`src/include/mbpwm_consts.svh`:
```
`ifndef MBPWM_CONSTS_SVH
`define MBPWM_CONSTS_SVH

// ----------------------------------------------------------------
// Register byte offsets
// ----------------------------------------------------------------
`define MBPWM_ADDR_W          8
`define MBPWM_OFS_IRQ_STATUS  8'h00
`define MBPWM_OFS_IRQ_MASK    8'h04
`define MBPWM_OFS_TIMER_CTRL  8'h08
`define MBPWM_OFS_COUNT_MODE  8'h0C
`define MBPWM_OFS_TIMER_COUNT 8'h10
`define MBPWM_OFS_PRESCALE    8'h14
`define MBPWM_OFS_PRESC_COUNT 8'h18
`define MBPWM_OFS_MATCH_CTRL  8'h1C
`define MBPWM_OFS_MATCH_BASE  8'h20
`define MBPWM_OFS_RELEASE     8'h3C
`define MBPWM_OFS_CAPT_CTRL   8'h40
`define MBPWM_OFS_CAPTURE0    8'h44
`define MBPWM_OFS_CAPTURE1    8'h48
`define MBPWM_OFS_PWM_CTRL    8'h4C
`define MBPWM_OFS_EXT_CTRL    8'h50

// ----------------------------------------------------------------
// Field positions
// ----------------------------------------------------------------
`define MBPWM_CTRL_EN_BIT     0
`define MBPWM_CTRL_CRST_BIT   1
`define MBPWM_CTRL_PWM_BIT    3
`define MBPWM_MODE_SRC_BIT    2
`define MBPWM_MCTRL_STRIDE    3
`define MBPWM_CCTRL_STRIDE    3
`define MBPWM_PWM_OE_BASE     8
`define MBPWM_MATCH_IRQ_BASE  0
`define MBPWM_CAPT_IRQ_BASE   7

// ----------------------------------------------------------------
// Counts and reset values
// ----------------------------------------------------------------
`define MBPWM_NUM_MATCH       7
`define MBPWM_NUM_CAPT        2
`define MBPWM_NUM_EXT         4
`define MBPWM_NUM_PWM         6
`define MBPWM_NUM_IRQ         9
`define MBPWM_RST_WORD        32'h0000_0000
`define MBPWM_RESP_OKAY       2'h0
`define MBPWM_RESP_SLVERR     2'h2

`endif

```
`src/include/mbpwm_pkg.sv`:
```
package mbpwm_pkg;

   typedef logic [1:0] mbpwm_resp_t;

   // Source of the counting clock
   typedef enum logic [1:0] {
      MBPWM_CNT_TIMER,
      MBPWM_CNT_RISE,
      MBPWM_CNT_FALL,
      MBPWM_CNT_BOTH
   } mbpwm_cnt_mode_t;

   // Action of an external match output
   typedef enum logic [1:0] {
      MBPWM_EXT_KEEP,
      MBPWM_EXT_LOW,
      MBPWM_EXT_HIGH,
      MBPWM_EXT_TOGGLE
   } mbpwm_ext_act_t;

endpackage : mbpwm_pkg

```
`src/mbpwm_top.sv`:
```
// Summary of operation
// RL1: A 32-bit counter advances through a programmable 32-bit prescaler.
// RL2: The counter counts clock cycles or edges of a chosen capture input.
// RL3: A capture input edge copies the counter value, optionally with irq.
// RL4: Each match may continue, stop or reset the counter, with opt. irq.
// RL5: Four external outputs go low, high, toggle or hold on their match.
// RL6: Seven match registers give six single or three double edge outputs.
// RL7: Match zero resets the counter and sets one shared pulse period.
// RL8: A single edge output falls at its own match register value.
// RL9: A single edge output rises at every period match unless held low.
// RL10: A double edge output rises and falls at two dedicated matches.
// RL11: Rise before fall gives a positive pulse, otherwise a negative one.
// RL12: Both edges of a double edge output may sit at any count.
// RL13: Period and width are any whole number of counts.
// RL14: In pulse mode, new match values act only once software releases them.
// RL15: With pulse mode off the block is a plain timer with match/capture.
// RL16: The prescale counter wraps at its limit and advances the counter.
// RL17: Released match values load at the period match.
`timescale 1ns/1ns
`default_nettype none
`include "mbpwm_consts.svh"

module mbpwm_top (
   input  wire logic                 clk,
   input  wire logic                 arst_n,
   input  wire logic [7:0]           s_axi_awaddr,
   input  wire logic                 s_axi_awvalid,
   output logic                      s_axi_awready,
   input  wire logic [31:0]          s_axi_wdata,
   input  wire logic [3:0]           s_axi_wstrb,
   input  wire logic                 s_axi_wvalid,
   output logic                      s_axi_wready,
   output mbpwm_pkg::mbpwm_resp_t    s_axi_bresp,
   output logic                      s_axi_bvalid,
   input  wire logic                 s_axi_bready,
   input  wire logic [7:0]           s_axi_araddr,
   input  wire logic                 s_axi_arvalid,
   output logic                      s_axi_arready,
   output logic [31:0]               s_axi_rdata,
   output mbpwm_pkg::mbpwm_resp_t    s_axi_rresp,
   output logic                      s_axi_rvalid,
   input  wire logic                 s_axi_rready,
   input  wire logic [1:0]           cap_in,
   output logic [3:0]                match_out,
   output logic [6:1]                pwm_out,
   output logic                      irq
);
   import mbpwm_pkg::*;

   // ----------------------------------------------------------------
   // Reset synchroniser
   // ----------------------------------------------------------------
   logic rst_meta_reg;
   logic rst_n;

   always_ff @(posedge clk or negedge arst_n) begin
      if (!arst_n) begin
         rst_meta_reg <= 1'b0;
         rst_n        <= 1'b0;
      end else begin
         rst_meta_reg <= 1'b1;
         rst_n        <= rst_meta_reg;
      end
   end

   // ----------------------------------------------------------------
   // AXI4-Lite write and read channels
   // ----------------------------------------------------------------
   logic        awready_reg, wready_reg, bvalid_reg, aw_done_reg;
   logic        w_done_reg, arready_reg, rvalid_reg;
   logic [7:0]  aw_addr_reg;
   logic [31:0] wd_reg, rdata_reg, rd_word;
   logic [3:0]  ws_reg;
   logic [1:0]  bresp_reg, rresp_reg;
   logic        rd_hit;
   logic        wr_hit;

   wire aw_hs   = s_axi_awvalid && awready_reg;
   wire w_hs    = s_axi_wvalid && wready_reg;
   wire wr_fire = aw_done_reg && w_done_reg && !bvalid_reg;
   wire b_hs    = bvalid_reg && s_axi_bready;
   wire ar_hs   = s_axi_arvalid && arready_reg;
   wire r_hs    = rvalid_reg && s_axi_rready;

   // Ready drops after each handshake so one write is held at a time
   always_ff @(posedge clk or negedge rst_n) begin
      if (!rst_n) begin
         awready_reg <= 1'b0;
         wready_reg  <= 1'b0;
         aw_done_reg <= 1'b0;
         w_done_reg  <= 1'b0;
         bvalid_reg  <= 1'b0;
         bresp_reg   <= `MBPWM_RESP_OKAY;
         aw_addr_reg <= 8'h00;
         wd_reg      <= `MBPWM_RST_WORD;
         ws_reg      <= 4'h0;
      end else begin
         awready_reg <= !(aw_done_reg || aw_hs) || b_hs;
         wready_reg  <= !(w_done_reg || w_hs) || b_hs;
         if (aw_hs) begin
            aw_done_reg <= 1'b1;
            aw_addr_reg <= s_axi_awaddr;
         end else if (b_hs) begin
            aw_done_reg <= 1'b0;
         end
         if (w_hs) begin
            w_done_reg <= 1'b1;
            wd_reg     <= s_axi_wdata;
            ws_reg     <= s_axi_wstrb;
         end else if (b_hs) begin
            w_done_reg <= 1'b0;
         end
         if (wr_fire) begin
            bvalid_reg <= 1'b1;
            bresp_reg  <= wr_hit ? `MBPWM_RESP_OKAY : `MBPWM_RESP_SLVERR;
         end else if (b_hs) begin
            bvalid_reg <= 1'b0;
         end
      end
   end

   always_ff @(posedge clk or negedge rst_n) begin
      if (!rst_n) begin
         arready_reg <= 1'b0;
         rvalid_reg  <= 1'b0;
         rdata_reg   <= `MBPWM_RST_WORD;
         rresp_reg   <= `MBPWM_RESP_OKAY;
      end else begin
         arready_reg <= !(rvalid_reg || ar_hs) || r_hs;
         if (ar_hs) begin
            rvalid_reg <= 1'b1;
            rdata_reg  <= rd_word;
            rresp_reg  <= rd_hit ? `MBPWM_RESP_OKAY : `MBPWM_RESP_SLVERR;
         end else if (r_hs) begin
            rvalid_reg <= 1'b0;
         end
      end
   end

   // ----------------------------------------------------------------
   // Register state and write decode
   // ----------------------------------------------------------------
   logic [31:0] status_reg, mask_reg, ctrl_reg, mode_reg, presc_reg;
   logic [31:0] mctrl_reg, cctrl_reg, pwmctl_reg, extctl_reg;
   logic [31:0] tc_reg, pc_reg;
   logic [31:0] shadow_reg [0:6];
   logic [31:0] active_reg [0:6];
   logic [31:0] capt_reg   [0:1];
   logic [6:0]  release_reg;
   logic [1:0]  cap_prev_reg;
   logic [3:0]  ext_reg;
   logic [6:1]  pwm_reg;
   logic        irq_reg;

   wire [31:0] wmask = {{8{ws_reg[3]}}, {8{ws_reg[2]}},
                        {8{ws_reg[1]}}, {8{ws_reg[0]}}};
   wire [31:0] wbits = wd_reg & wmask;
   wire [7:0]  wa    = aw_addr_reg;

   wire we_status  = wr_fire && wa == `MBPWM_OFS_IRQ_STATUS;
   wire we_mask    = wr_fire && wa == `MBPWM_OFS_IRQ_MASK;
   wire we_ctrl    = wr_fire && wa == `MBPWM_OFS_TIMER_CTRL;
   wire we_mode    = wr_fire && wa == `MBPWM_OFS_COUNT_MODE;
   wire we_presc   = wr_fire && wa == `MBPWM_OFS_PRESCALE;
   wire we_mctrl   = wr_fire && wa == `MBPWM_OFS_MATCH_CTRL;
   wire we_release = wr_fire && wa == `MBPWM_OFS_RELEASE;
   wire we_cctrl   = wr_fire && wa == `MBPWM_OFS_CAPT_CTRL;
   wire we_pwmctl  = wr_fire && wa == `MBPWM_OFS_PWM_CTRL;
   wire we_extctl  = wr_fire && wa == `MBPWM_OFS_EXT_CTRL;
   wire wa_match   = wa[7:5] == 3'h1 && wa[4:2] != 3'h7 && wa[1:0] == 2'h0;
   wire wa_plain   = wa == `MBPWM_OFS_IRQ_STATUS
                  || wa == `MBPWM_OFS_IRQ_MASK
                  || wa == `MBPWM_OFS_TIMER_CTRL
                  || wa == `MBPWM_OFS_COUNT_MODE
                  || wa == `MBPWM_OFS_PRESCALE
                  || wa == `MBPWM_OFS_MATCH_CTRL
                  || wa == `MBPWM_OFS_RELEASE
                  || wa == `MBPWM_OFS_CAPT_CTRL
                  || wa == `MBPWM_OFS_PWM_CTRL
                  || wa == `MBPWM_OFS_EXT_CTRL;
   // Count registers are read-only; writes there answer with an error
   assign wr_hit = wa_plain || wa_match;

   // ----------------------------------------------------------------
   // Counting tick and prescaler
   // ----------------------------------------------------------------
   logic [6:0] hit, rst_bits, stop_bits;
   logic [1:0] cap_ev;

   wire             cnt_en   = ctrl_reg[`MBPWM_CTRL_EN_BIT];
   wire             cnt_rst  = ctrl_reg[`MBPWM_CTRL_CRST_BIT];
   wire             pwm_en   = ctrl_reg[`MBPWM_CTRL_PWM_BIT];
   wire             src_sel  = mode_reg[`MBPWM_MODE_SRC_BIT];
   wire mbpwm_cnt_mode_t cmode = mbpwm_cnt_mode_t'(mode_reg[1:0]);
   wire [1:0]       rise     = cap_in & ~cap_prev_reg;
   wire [1:0]       fall     = ~cap_in & cap_prev_reg;
   // RL2 clock source select
   wire src_edge = (cmode == MBPWM_CNT_TIMER)
                || (cmode == MBPWM_CNT_RISE && rise[src_sel])
                || (cmode == MBPWM_CNT_FALL && fall[src_sel])
                || (cmode == MBPWM_CNT_BOTH
                    && (rise[src_sel] || fall[src_sel]));
   wire tick   = cnt_en && !cnt_rst && src_edge;
   // RL16 prescale wrap
   wire tc_adv = tick && pc_reg == presc_reg;
   // RL7 reset on match
   wire tc_clr = |(hit & rst_bits);
   wire period = pwm_en && hit[0];

   // RL1 prescaled counter
   always_ff @(posedge clk or negedge rst_n) begin
      if (!rst_n) begin
         tc_reg       <= `MBPWM_RST_WORD;
         pc_reg       <= `MBPWM_RST_WORD;
         cap_prev_reg <= 2'h0;
      end else begin
         cap_prev_reg <= cap_in;
         if (cnt_rst) begin
            tc_reg <= `MBPWM_RST_WORD;
            pc_reg <= `MBPWM_RST_WORD;
         end else if (tc_adv) begin
            pc_reg <= `MBPWM_RST_WORD;
            tc_reg <= tc_clr ? `MBPWM_RST_WORD : tc_reg + 32'h1;
         end else if (tick) begin
            pc_reg <= pc_reg + 32'h1;
         end
      end
   end

   // ----------------------------------------------------------------
   // Match registers
   // ----------------------------------------------------------------
   genvar gi;
   generate
      for (gi = 0; gi < `MBPWM_NUM_MATCH; gi++) begin : g_match
         localparam int B = gi * `MBPWM_MCTRL_STRIDE;
         wire we_m = wr_fire && wa_match && wa[4:2] == 3'(gi);
         // RL13 exact count compare
         assign hit[gi]       = tc_adv && tc_reg == active_reg[gi];
         assign rst_bits[gi]  = mctrl_reg[B + 1];
         assign stop_bits[gi] = mctrl_reg[B + 2];
         always_ff @(posedge clk or negedge rst_n) begin
            if (!rst_n) begin
               shadow_reg[gi]  <= `MBPWM_RST_WORD;
               active_reg[gi]  <= `MBPWM_RST_WORD;
               release_reg[gi] <= 1'b0;
            end else begin
               if (we_m) begin
                  shadow_reg[gi] <= (shadow_reg[gi] & ~wmask) | wbits;
               end
               // RL15 direct update, RL17 load at period
               if (!pwm_en || (period && release_reg[gi])) begin
                  active_reg[gi] <= shadow_reg[gi];
               end
               // RL14 release, a new set beats the clear
               release_reg[gi] <= (we_release && wbits[gi])
                                || (release_reg[gi] && !period);
            end
         end
      end
   endgenerate

   // ----------------------------------------------------------------
   // Capture channels
   // ----------------------------------------------------------------
   generate
      for (gi = 0; gi < `MBPWM_NUM_CAPT; gi++) begin : g_capt
         localparam int B = gi * `MBPWM_CCTRL_STRIDE;
         // RL3 capture on selected edge
         assign cap_ev[gi] = (rise[gi] && cctrl_reg[B])
                          || (fall[gi] && cctrl_reg[B + 1]);
         always_ff @(posedge clk or negedge rst_n) begin
            if (!rst_n) begin
               capt_reg[gi] <= `MBPWM_RST_WORD;
            end else if (cap_ev[gi]) begin
               capt_reg[gi] <= tc_reg;
            end
         end
      end
   endgenerate

   // ----------------------------------------------------------------
   // Match outputs and pulse outputs
   // ----------------------------------------------------------------
   generate
      for (gi = 0; gi < `MBPWM_NUM_EXT; gi++) begin : g_ext
         wire mbpwm_ext_act_t act = mbpwm_ext_act_t'(extctl_reg[2*gi +: 2]);
         logic nxt;
         // RL5 match output action
         always_comb begin
            unique case (act)
               MBPWM_EXT_KEEP:   nxt = ext_reg[gi];
               MBPWM_EXT_LOW:    nxt = 1'b0;
               MBPWM_EXT_HIGH:   nxt = 1'b1;
               MBPWM_EXT_TOGGLE: nxt = !ext_reg[gi];
            endcase
         end
         always_ff @(posedge clk or negedge rst_n) begin
            if (!rst_n) begin
               ext_reg[gi] <= 1'b0;
            end else if (hit[gi]) begin
               ext_reg[gi] <= nxt;
            end
         end
      end

      // RL6 outputs one to six over seven matches
      for (gi = 1; gi <= `MBPWM_NUM_PWM; gi++) begin : g_pwm
         // Output one has no spare match before it, so it is single edge only
         wire dbl = (gi > 1) && pwmctl_reg[gi];
         wire oe  = pwmctl_reg[`MBPWM_PWM_OE_BASE + gi];
         // RL9 single rise at period, RL10 double rise at the match before its own
         wire set_ev = dbl ? hit[gi - 1] : hit[0];
         // RL8 fall at own match
         wire clr_ev = hit[gi];
         always_ff @(posedge clk or negedge rst_n) begin
            if (!rst_n) begin
               pwm_reg[gi] <= 1'b0;
            end else if (!pwm_en || !oe) begin
               pwm_reg[gi] <= 1'b0;
            // RL11 RL12 edges in either order
            end else if (clr_ev) begin
               pwm_reg[gi] <= 1'b0;
            end else if (set_ev) begin
               pwm_reg[gi] <= 1'b1;
            end
         end
      end
   endgenerate

   // ----------------------------------------------------------------
   // Control registers and interrupt
   // ----------------------------------------------------------------
   logic [8:0] irq_ev;
   generate
      for (gi = 0; gi < `MBPWM_NUM_MATCH; gi++) begin : g_mirq
         // RL4 optional match interrupt
         assign irq_ev[`MBPWM_MATCH_IRQ_BASE + gi] =
            hit[gi] && mctrl_reg[gi * `MBPWM_MCTRL_STRIDE];
      end
      for (gi = 0; gi < `MBPWM_NUM_CAPT; gi++) begin : g_cirq
         assign irq_ev[`MBPWM_CAPT_IRQ_BASE + gi] =
            cap_ev[gi] && cctrl_reg[gi * `MBPWM_CCTRL_STRIDE + 2];
      end
   endgenerate

   wire [31:0] clr_bits = we_status ? wbits : `MBPWM_RST_WORD;
   wire [31:0] status_next = (status_reg & ~clr_bits) | {23'h0, irq_ev};
   wire [31:0] ctrl_wr = we_ctrl ? (ctrl_reg & ~wmask) | wbits : ctrl_reg;
   // RL4 stop on match
   wire [31:0] ctrl_next = ctrl_wr & ~{31'h0, |(hit & stop_bits)};

   always_ff @(posedge clk or negedge rst_n) begin
      if (!rst_n) begin
         status_reg <= `MBPWM_RST_WORD;
         mask_reg   <= `MBPWM_RST_WORD;
         ctrl_reg   <= `MBPWM_RST_WORD;
         mode_reg   <= `MBPWM_RST_WORD;
         presc_reg  <= `MBPWM_RST_WORD;
         mctrl_reg  <= `MBPWM_RST_WORD;
         cctrl_reg  <= `MBPWM_RST_WORD;
         pwmctl_reg <= `MBPWM_RST_WORD;
         extctl_reg <= `MBPWM_RST_WORD;
         irq_reg    <= 1'b0;
      end else begin
         status_reg <= status_next;
         ctrl_reg   <= ctrl_next;
         irq_reg    <= |(status_next & mask_reg);
         if (we_mask)   mask_reg   <= (mask_reg & ~wmask) | wbits;
         if (we_mode)   mode_reg   <= (mode_reg & ~wmask) | wbits;
         if (we_presc)  presc_reg  <= (presc_reg & ~wmask) | wbits;
         if (we_mctrl)  mctrl_reg  <= (mctrl_reg & ~wmask) | wbits;
         if (we_cctrl)  cctrl_reg  <= (cctrl_reg & ~wmask) | wbits;
         if (we_pwmctl) pwmctl_reg <= (pwmctl_reg & ~wmask) | wbits;
         if (we_extctl) extctl_reg <= (extctl_reg & ~wmask) | wbits;
      end
   end

   // ----------------------------------------------------------------
   // Read decode
   // ----------------------------------------------------------------
   wire [7:0] ra = s_axi_araddr;
   wire ra_match = ra[7:5] == 3'h1 && ra[4:2] != 3'h7 && ra[1:0] == 2'h0;

   always_comb begin
      rd_hit  = 1'b1;
      rd_word = `MBPWM_RST_WORD;
      if (ra_match) begin
         rd_word = shadow_reg[ra[4:2]];
      end else begin
         unique case (ra)
            `MBPWM_OFS_IRQ_STATUS:  rd_word = status_reg;
            `MBPWM_OFS_IRQ_MASK:    rd_word = mask_reg;
            `MBPWM_OFS_TIMER_CTRL:  rd_word = ctrl_reg;
            `MBPWM_OFS_COUNT_MODE:  rd_word = mode_reg;
            `MBPWM_OFS_TIMER_COUNT: rd_word = tc_reg;
            `MBPWM_OFS_PRESCALE:    rd_word = presc_reg;
            `MBPWM_OFS_PRESC_COUNT: rd_word = pc_reg;
            `MBPWM_OFS_MATCH_CTRL:  rd_word = mctrl_reg;
            `MBPWM_OFS_RELEASE:     rd_word = {25'h0, release_reg};
            `MBPWM_OFS_CAPT_CTRL:   rd_word = cctrl_reg;
            `MBPWM_OFS_CAPTURE0:    rd_word = capt_reg[0];
            `MBPWM_OFS_CAPTURE1:    rd_word = capt_reg[1];
            `MBPWM_OFS_PWM_CTRL:    rd_word = pwmctl_reg;
            `MBPWM_OFS_EXT_CTRL:    rd_word = extctl_reg;
            default:                rd_hit  = 1'b0;
         endcase
      end
   end

   // ----------------------------------------------------------------
   // Output drive
   // ----------------------------------------------------------------
   assign s_axi_awready = awready_reg;
   assign s_axi_wready  = wready_reg;
   assign s_axi_bvalid  = bvalid_reg;
   assign s_axi_bresp   = bresp_reg;
   assign s_axi_arready = arready_reg;
   assign s_axi_rvalid  = rvalid_reg;
   assign s_axi_rdata   = rdata_reg;
   assign s_axi_rresp   = rresp_reg;
   assign match_out     = ext_reg;
   assign pwm_out       = pwm_reg;
   assign irq           = irq_reg;

endmodule : mbpwm_top
`default_nettype wire

```
`config.mk`:
```
export PLATFORM = sky130hd
export DESIGN_NAME = mbpwm_top
export DESIGN_NICKNAME = d
export VERILOG_FILES = /design/src/include/mbpwm_pkg.sv /design/src/mbpwm_top.sv
export VERILOG_INCLUDE_DIRS = /design/src /design/src/include
export SDC_FILE = /design/constraint.sdc
export NUM_CORES = 2
export LEC_CHECK = 0
export ABC_CLOCK_PERIOD_IN_PS = 31800
export BUFFER_PORTS_ARGS = -buffer_cell sky130_fd_sc_hd__buf_4
export CORE_AREA = 2 2 262 393
export DETAILED_ROUTE_END_ITERATION = 16
export DIE_AREA = 0 0 264 395
export SYNTH_ARGS = -nofsm -noshare
export SYNTH_HDL_FRONTEND = slang
export SYNTH_SLANG_ARGS = --single-unit
```
`constraint.sdc`:
```
create_clock -name clk -period 31.8 [get_ports clk]
set_input_delay 6.36 -clock clk [delete_from_list [all_inputs] [get_ports clk]]
set_output_delay 6.36 -clock clk [all_outputs]
set_load 0.03 [all_outputs]
```
# [Yosys cells after proc, flatten, opt, wreduce, memory -nomap -nowiden]
# Index checks and enable logic that the tools add are counted.
[word_totals] reg_bits=973 inputBits=61 out_inout_bits=52 elab_cells=389
[classes] addsub=2 n_lt_le_gt_ge=2 eq_ne=55 n_mux=54 n_bitwise=49 n_reduce_logical=166
[op_table] op="$and 32x32->32" n=19
[op_table] op="$or 32x32->32" n=15
[op_table] op="$pmux 32 s14" n=1
[op_table] op="$mux 32" n=11
[op_table] op="$eq 32x32->1" n=8
[op_table] op="$bmux 32 s3" n=1
[op_table] op="$logic_and 1x1->1" n=77
[op_table] op="$add 32x1->32 const B" n=2
[op_table] op="$eq 8x7->1 const B" n=8
[op_table] op="$not 32->32" n=2
[op_table] op="$eq 8x5->1 const B" n=6
[op_table] op="$logic_or 1x1->1" n=42
[op_table] op="$mux 1" n=35
[op_table] op="$eq 8x4->1 const B" n=4
[op_table] op="$not 1->32" n=1
[op_table] op="$or 32x9->32" n=1
[op_table] op="$reduce_or 32->1" n=1
[op_table] op="$reduce_bool 3->1" n=7
[op_table] op="$eq 2x2->1 const B" n=10
[op_table] op="$logic_not 1->1" n=17
[op_table] op="$eq 8x3->1 const B" n=2
[op_table] op="$eq 8x6->1 const B" n=2
[op_table] op="$logic_not 8->1" n=2
[op_table] op="$and 7x7->7" n=2
[op_table] op="other kinds (19)" n=52

# [Depth between registers and ports, before layout]
[logic_depth] depth_word=16 depth_mapped=11 depth_no_buf=8

# [Worst setup path before layout]
# OpenSTA, ideal clock, no wires.
[synth_timing] kind="input to register" start="input s_axi_araddr[2]" end="register rdata_reg[9], in the netlist s_axi_rdata[9]" setup_time_ns=0.120 t_arrival_ns=8.321 required_ns=31.680 path_slack_ns=23.359 path_stages=7 n_path_buf=2 path_cell_list="buf_1 > buf_1 > mux4_2 > o21ai_0 > o21ai_0 > o21ai_0 > nand2_1"
[synth_via] elab_chain_cells=5 elab_cells_between_ends=23 classes_between="eq/ne: 14; mux: 5; bitwise: 1; reduce/logical: 3"
[synth_lines] item="start, declared" line="mbpwm_top.sv:36" text="input wire logic [7:0] s_axi_araddr,"
[synth_lines] item="$not 3->4 (not written as such)" line="mbpwm_top.sv:389" text="rd_word = shadow_reg[ra[4:2]];"
[synth_lines] item="$bmux 32 s3" line="mbpwm_top.sv:389"
[synth_lines] item="$mux 32 (not written as such) (2 in a row)" line="mbpwm_top.sv:389"
[synth_lines] item="$mux 32 (*)" line="mbpwm_top.sv:388" text="if (ra_match) begin"
[synth_lines] item="end signal, assigned" line="mbpwm_top.sv:126" text="rdata_reg <= `MBPWM_RST_WORD;"
[synth_lines] item="end signal, assigned" line="mbpwm_top.sv:132" text="rdata_reg <= rd_word;"
[synth_lines] item="end, declared" line="mbpwm_top.sv:72" text="logic [31:0] wd_reg, rdata_reg, rd_word;"
# Every way passes the cells marked *; elsewhere a longest branch is shown, timed or not. The select of a mux whose other input is x is not followed.
# A chain may end at the register's enable or synchronous reset.

# [Worst setup path in the final report]
[layout_timing] start="input s_axi_araddr[4]" end="register rdata_reg[13], in the netlist s_axi_rdata[13]"
# The elaborated chain is that of the path after synthesis.

==> results.sh <==
export IMPL_hold_class="reg2reg"
export IMPL_seqCellArea_mm2=0.02430
export IMPL_grtUsageTotal_pct=32.21
export IMPL_max_freq_mhz=112.9
export IMPL_grt_pass1_wl_um=239200
export IMPL_finalWirelength_um=167200
export IMPL_layout_cells_non_filler=5002
export IMPL_synth_area_per_cell_um2=12.59
export IMPL_placementRows=143
export IMPL_grt_overflow_total=0
export IMPL_rsz0062_at_grt="no"
export IMPL_most_common_layout_cells="970 x dfrtp_1, 744 x mux2_2, 204 x buf_4"
export IMPL_synth_cell_types=69
export IMPL_synthTopCellsByArea="dfrtp_1 54%, mux2_2 19%, xnor2_1 3.0%"
export IMPL_syn_inst=3570
export IMPL_outcome="finished, violations left"
export IMPL_slew_headroom_pct=-2.391
export IMPL_drive_gt1_share_pct=32.02
export IMPL_min_period_ps=8857
export IMPL_post_cts_repair_setup_buffers=0
export IMPL_p_sw_share_pct=32.92
export IMPL_synth_warnings=0
export IMPL_dp_cells=4828
export IMPL_combPwrFrac_pct=19.9
export IMPL_root_buffer="clkbuf_16"
export IMPL_hold_viol=0
export IMPL_max_cap_viol_count=1
export IMPL_die_height_um=395
export IMPL_cp_start_kind="input port"
export IMPL_drt_iter0_markers=3281
export IMPL_post_drt_wl_per_cell_um=33.44
export IMPL_num_nets_final=3682
export IMPL_final_common_cell="dfrtp_1"
export IMPL_dr_pass1_iters=9
export IMPL_ys_seq_area_share_pct=54.06
export IMPL_cts_made_buffers=94
export IMPL_syn_cell_area_mm2=0.04495
export IMPL_cts_repair_resized=0
export IMPL_total_power_w=0.003506
export IMPL_grt_max_degree=77
export IMPL_initial_core_util_pct=44.54
export IMPL_die_area_mm2=0.1043
export IMPL_async_flop_share_pct=100.0
export IMPL_critPathKind="in2reg"
export IMPL_via_count=31484
export IMPL_antenna_left=0
export IMPL_clk_latency_ps=720
export IMPL_critical_path_max_fanout=69
export IMPL_grt_pass1_vias=31743
export IMPL_period_share_pct=27.85
export IMPL_drc=0
export IMPL_p_int_w=0.002351
export IMPL_place_ws_ps=22280
export IMPL_finalSetupTns_ps=0
export IMPL_ios=113
export IMPL_via_per_inst=6.294
export IMPL_setup_viol=0
export IMPL_io_buffers=110
export IMPL_path_clk_slew_ps=60
export IMPL_cts_tree="done"
export IMPL_hold_slack_ps=361.6
export IMPL_clockPowerShare_pct=33.9
export IMPL_synth_edff_count=0
export IMPL_yosysTopAreaCellShare_pct=54.06
export IMPL_p_leak_nw=24.17
export IMPL_power_switching_w=0.001154
export IMPL_synth_seq_cells=971
export IMPL_ctsHoldBuffers=0
export IMPL_dp_final_hpwl_um=121700
export IMPL_coreArea_mm2=0.1009
export IMPL_globalplace_congestion=0.9817
export IMPL_skew_ps=26.37
export IMPL_violations="capacitance limit, slew limit"
export IMPL_ctsHtreeMaxLevel=3
export IMPL_synth_area_leader_cell="dfrtp_1"
export IMPL_cp_required_ps=32420
export IMPL_drv_slew=2
export IMPL_powerDensity_mw_per_mm2=69.36
export IMPL_cp_end_kind="register"
export IMPL_fillers=9020
export IMPL_multi_input_area_mm2=0.01973
export IMPL_worst_pin_slew_ps=1522
export IMPL_die_w_um=264
export IMPL_pwr_share_seq_pct=46.1
export IMPL_cts_buffer_depth=3
export IMPL_ir_drop_v=0.00004368
export IMPL_area_growth_pct=12.45
export IMPL_cts_sinks=971
export IMPL_antenna_found_initial=5
export IMPL_setup_ws_ps=22940
export IMPL_crit_arrival_ps=9480
export IMPL_synth_main_ff_cell="dfrtp_1"
==> worst paths after layout <==
kind / start / endpoint / slack [ps] / cells past startpoint
setup reg to reg: aw_addr_reg[2] / irq / 26580 / 9
hold reg to reg: rst_meta_reg / rst_n / 360 / 0
setup / recovery: s_axi_araddr[4] / s_axi_rdata[13] / 22940 / 9
hold / removal: rst_meta_reg / rst_n / 360 / 0
min in group asynchronous: rst_n / async pin / 380 / 0
max in group asynchronous: arst_n / rst_n / 26270 / 1
==> critical path, stage by stage <==
cell      delay [ps]
buf_4            500
or4b_2           730
nor2_2           850
buf_4            440
a22o_1           180
a221oi_1          50
o21ai_0          150
nor2_1            60
o21ai_0          140
==> layout make-up <==
| cell class | instances | share of cell area (%) |
|---|---|---|
| clock buffer | 136 | 5.570 |
| inverter | 29 | 0.2154 |
| clock inverter | 36 | 0.8292 |
| tap | 1305 | 3.230 |
| timing repair buffer | 204 | 3.030 |
| antenna | 2 | 0.009901 |
| multi-input combinational | 2319 | 39.04 |
| sequential | 971 | 48.08 |
==> power groups by stage <==
stage / combinational [W] / clock (W) / sequential [W]
2_1_floorplan: 0.000395 / 0 / 0.00156
5_1_grt: 0.000731 / 0.00125 / 0.00163
3_5_place_dp: 0.000692 / 0 / 0.00163
3_3_place_gp: 0.000683 / 0 / 0.00163
6_report: 0.000699 / 0.00119 / 0.00162
4_1_cts: 0.000694 / 0.00120 / 0.00161
==> cells in the mapped netlist (36+ instances only) <==
cell      count
dfrtp_1     971
mux2_2      744
nand2_1     204
clkbuf_1    194
xnor2_1     154
xor2_1      137
nor2_1      116
a22oi_1     114
o21ai_0      92
nand4_1      90
mux2_1       68
nand3_1      59
nor4_1       53
a21oi_1      47
nor3_1       39
a22o_1       36
==> through the flow <==
stage	util [%]	cell area, um2
2_1_floorplan	-	44950
3_3_place_gp	46.88	47310
3_5_place_dp	46.88	47310
4_1_cts	50.08	50540
5_1_grt	50.08	50540
6_report	50.09	50550
==> cells by family (layout without fill, tap and decap cells) <==
family / after synthesis / in the layout / share of synthesized area, %
flip-flops: 971 / 971 / 54.06
multiplexers: 876 / 876 / 22.66
AND/OR/NAND/NOR: 669 / 669 / 7.455
AO/OA/AOI/OAI: 478 / 478 / 7.585
XOR/XNOR: 291 / 291 / 5.670
buffers and inverters: 281 / 405 / 2.500
adder cells (fa/ha/maj): 2 / 2 / 0.05566
other: 2 / 5 / 0.01671
==> routing by layer <==
metal | part of all wire (%) | vias up | global-route usage (%)
met5 | 0.017 | - | 0
met4 | 8.4 | 4 | 22.47
met3 | 6.1 | 378 | 4.943
met2 | 48 | 1367 | 52.88
met1 | 37 | 16630 | 38.93
li1 | - | 13105 | -
No activity file was read; power rests on OpenSTA's default activity.
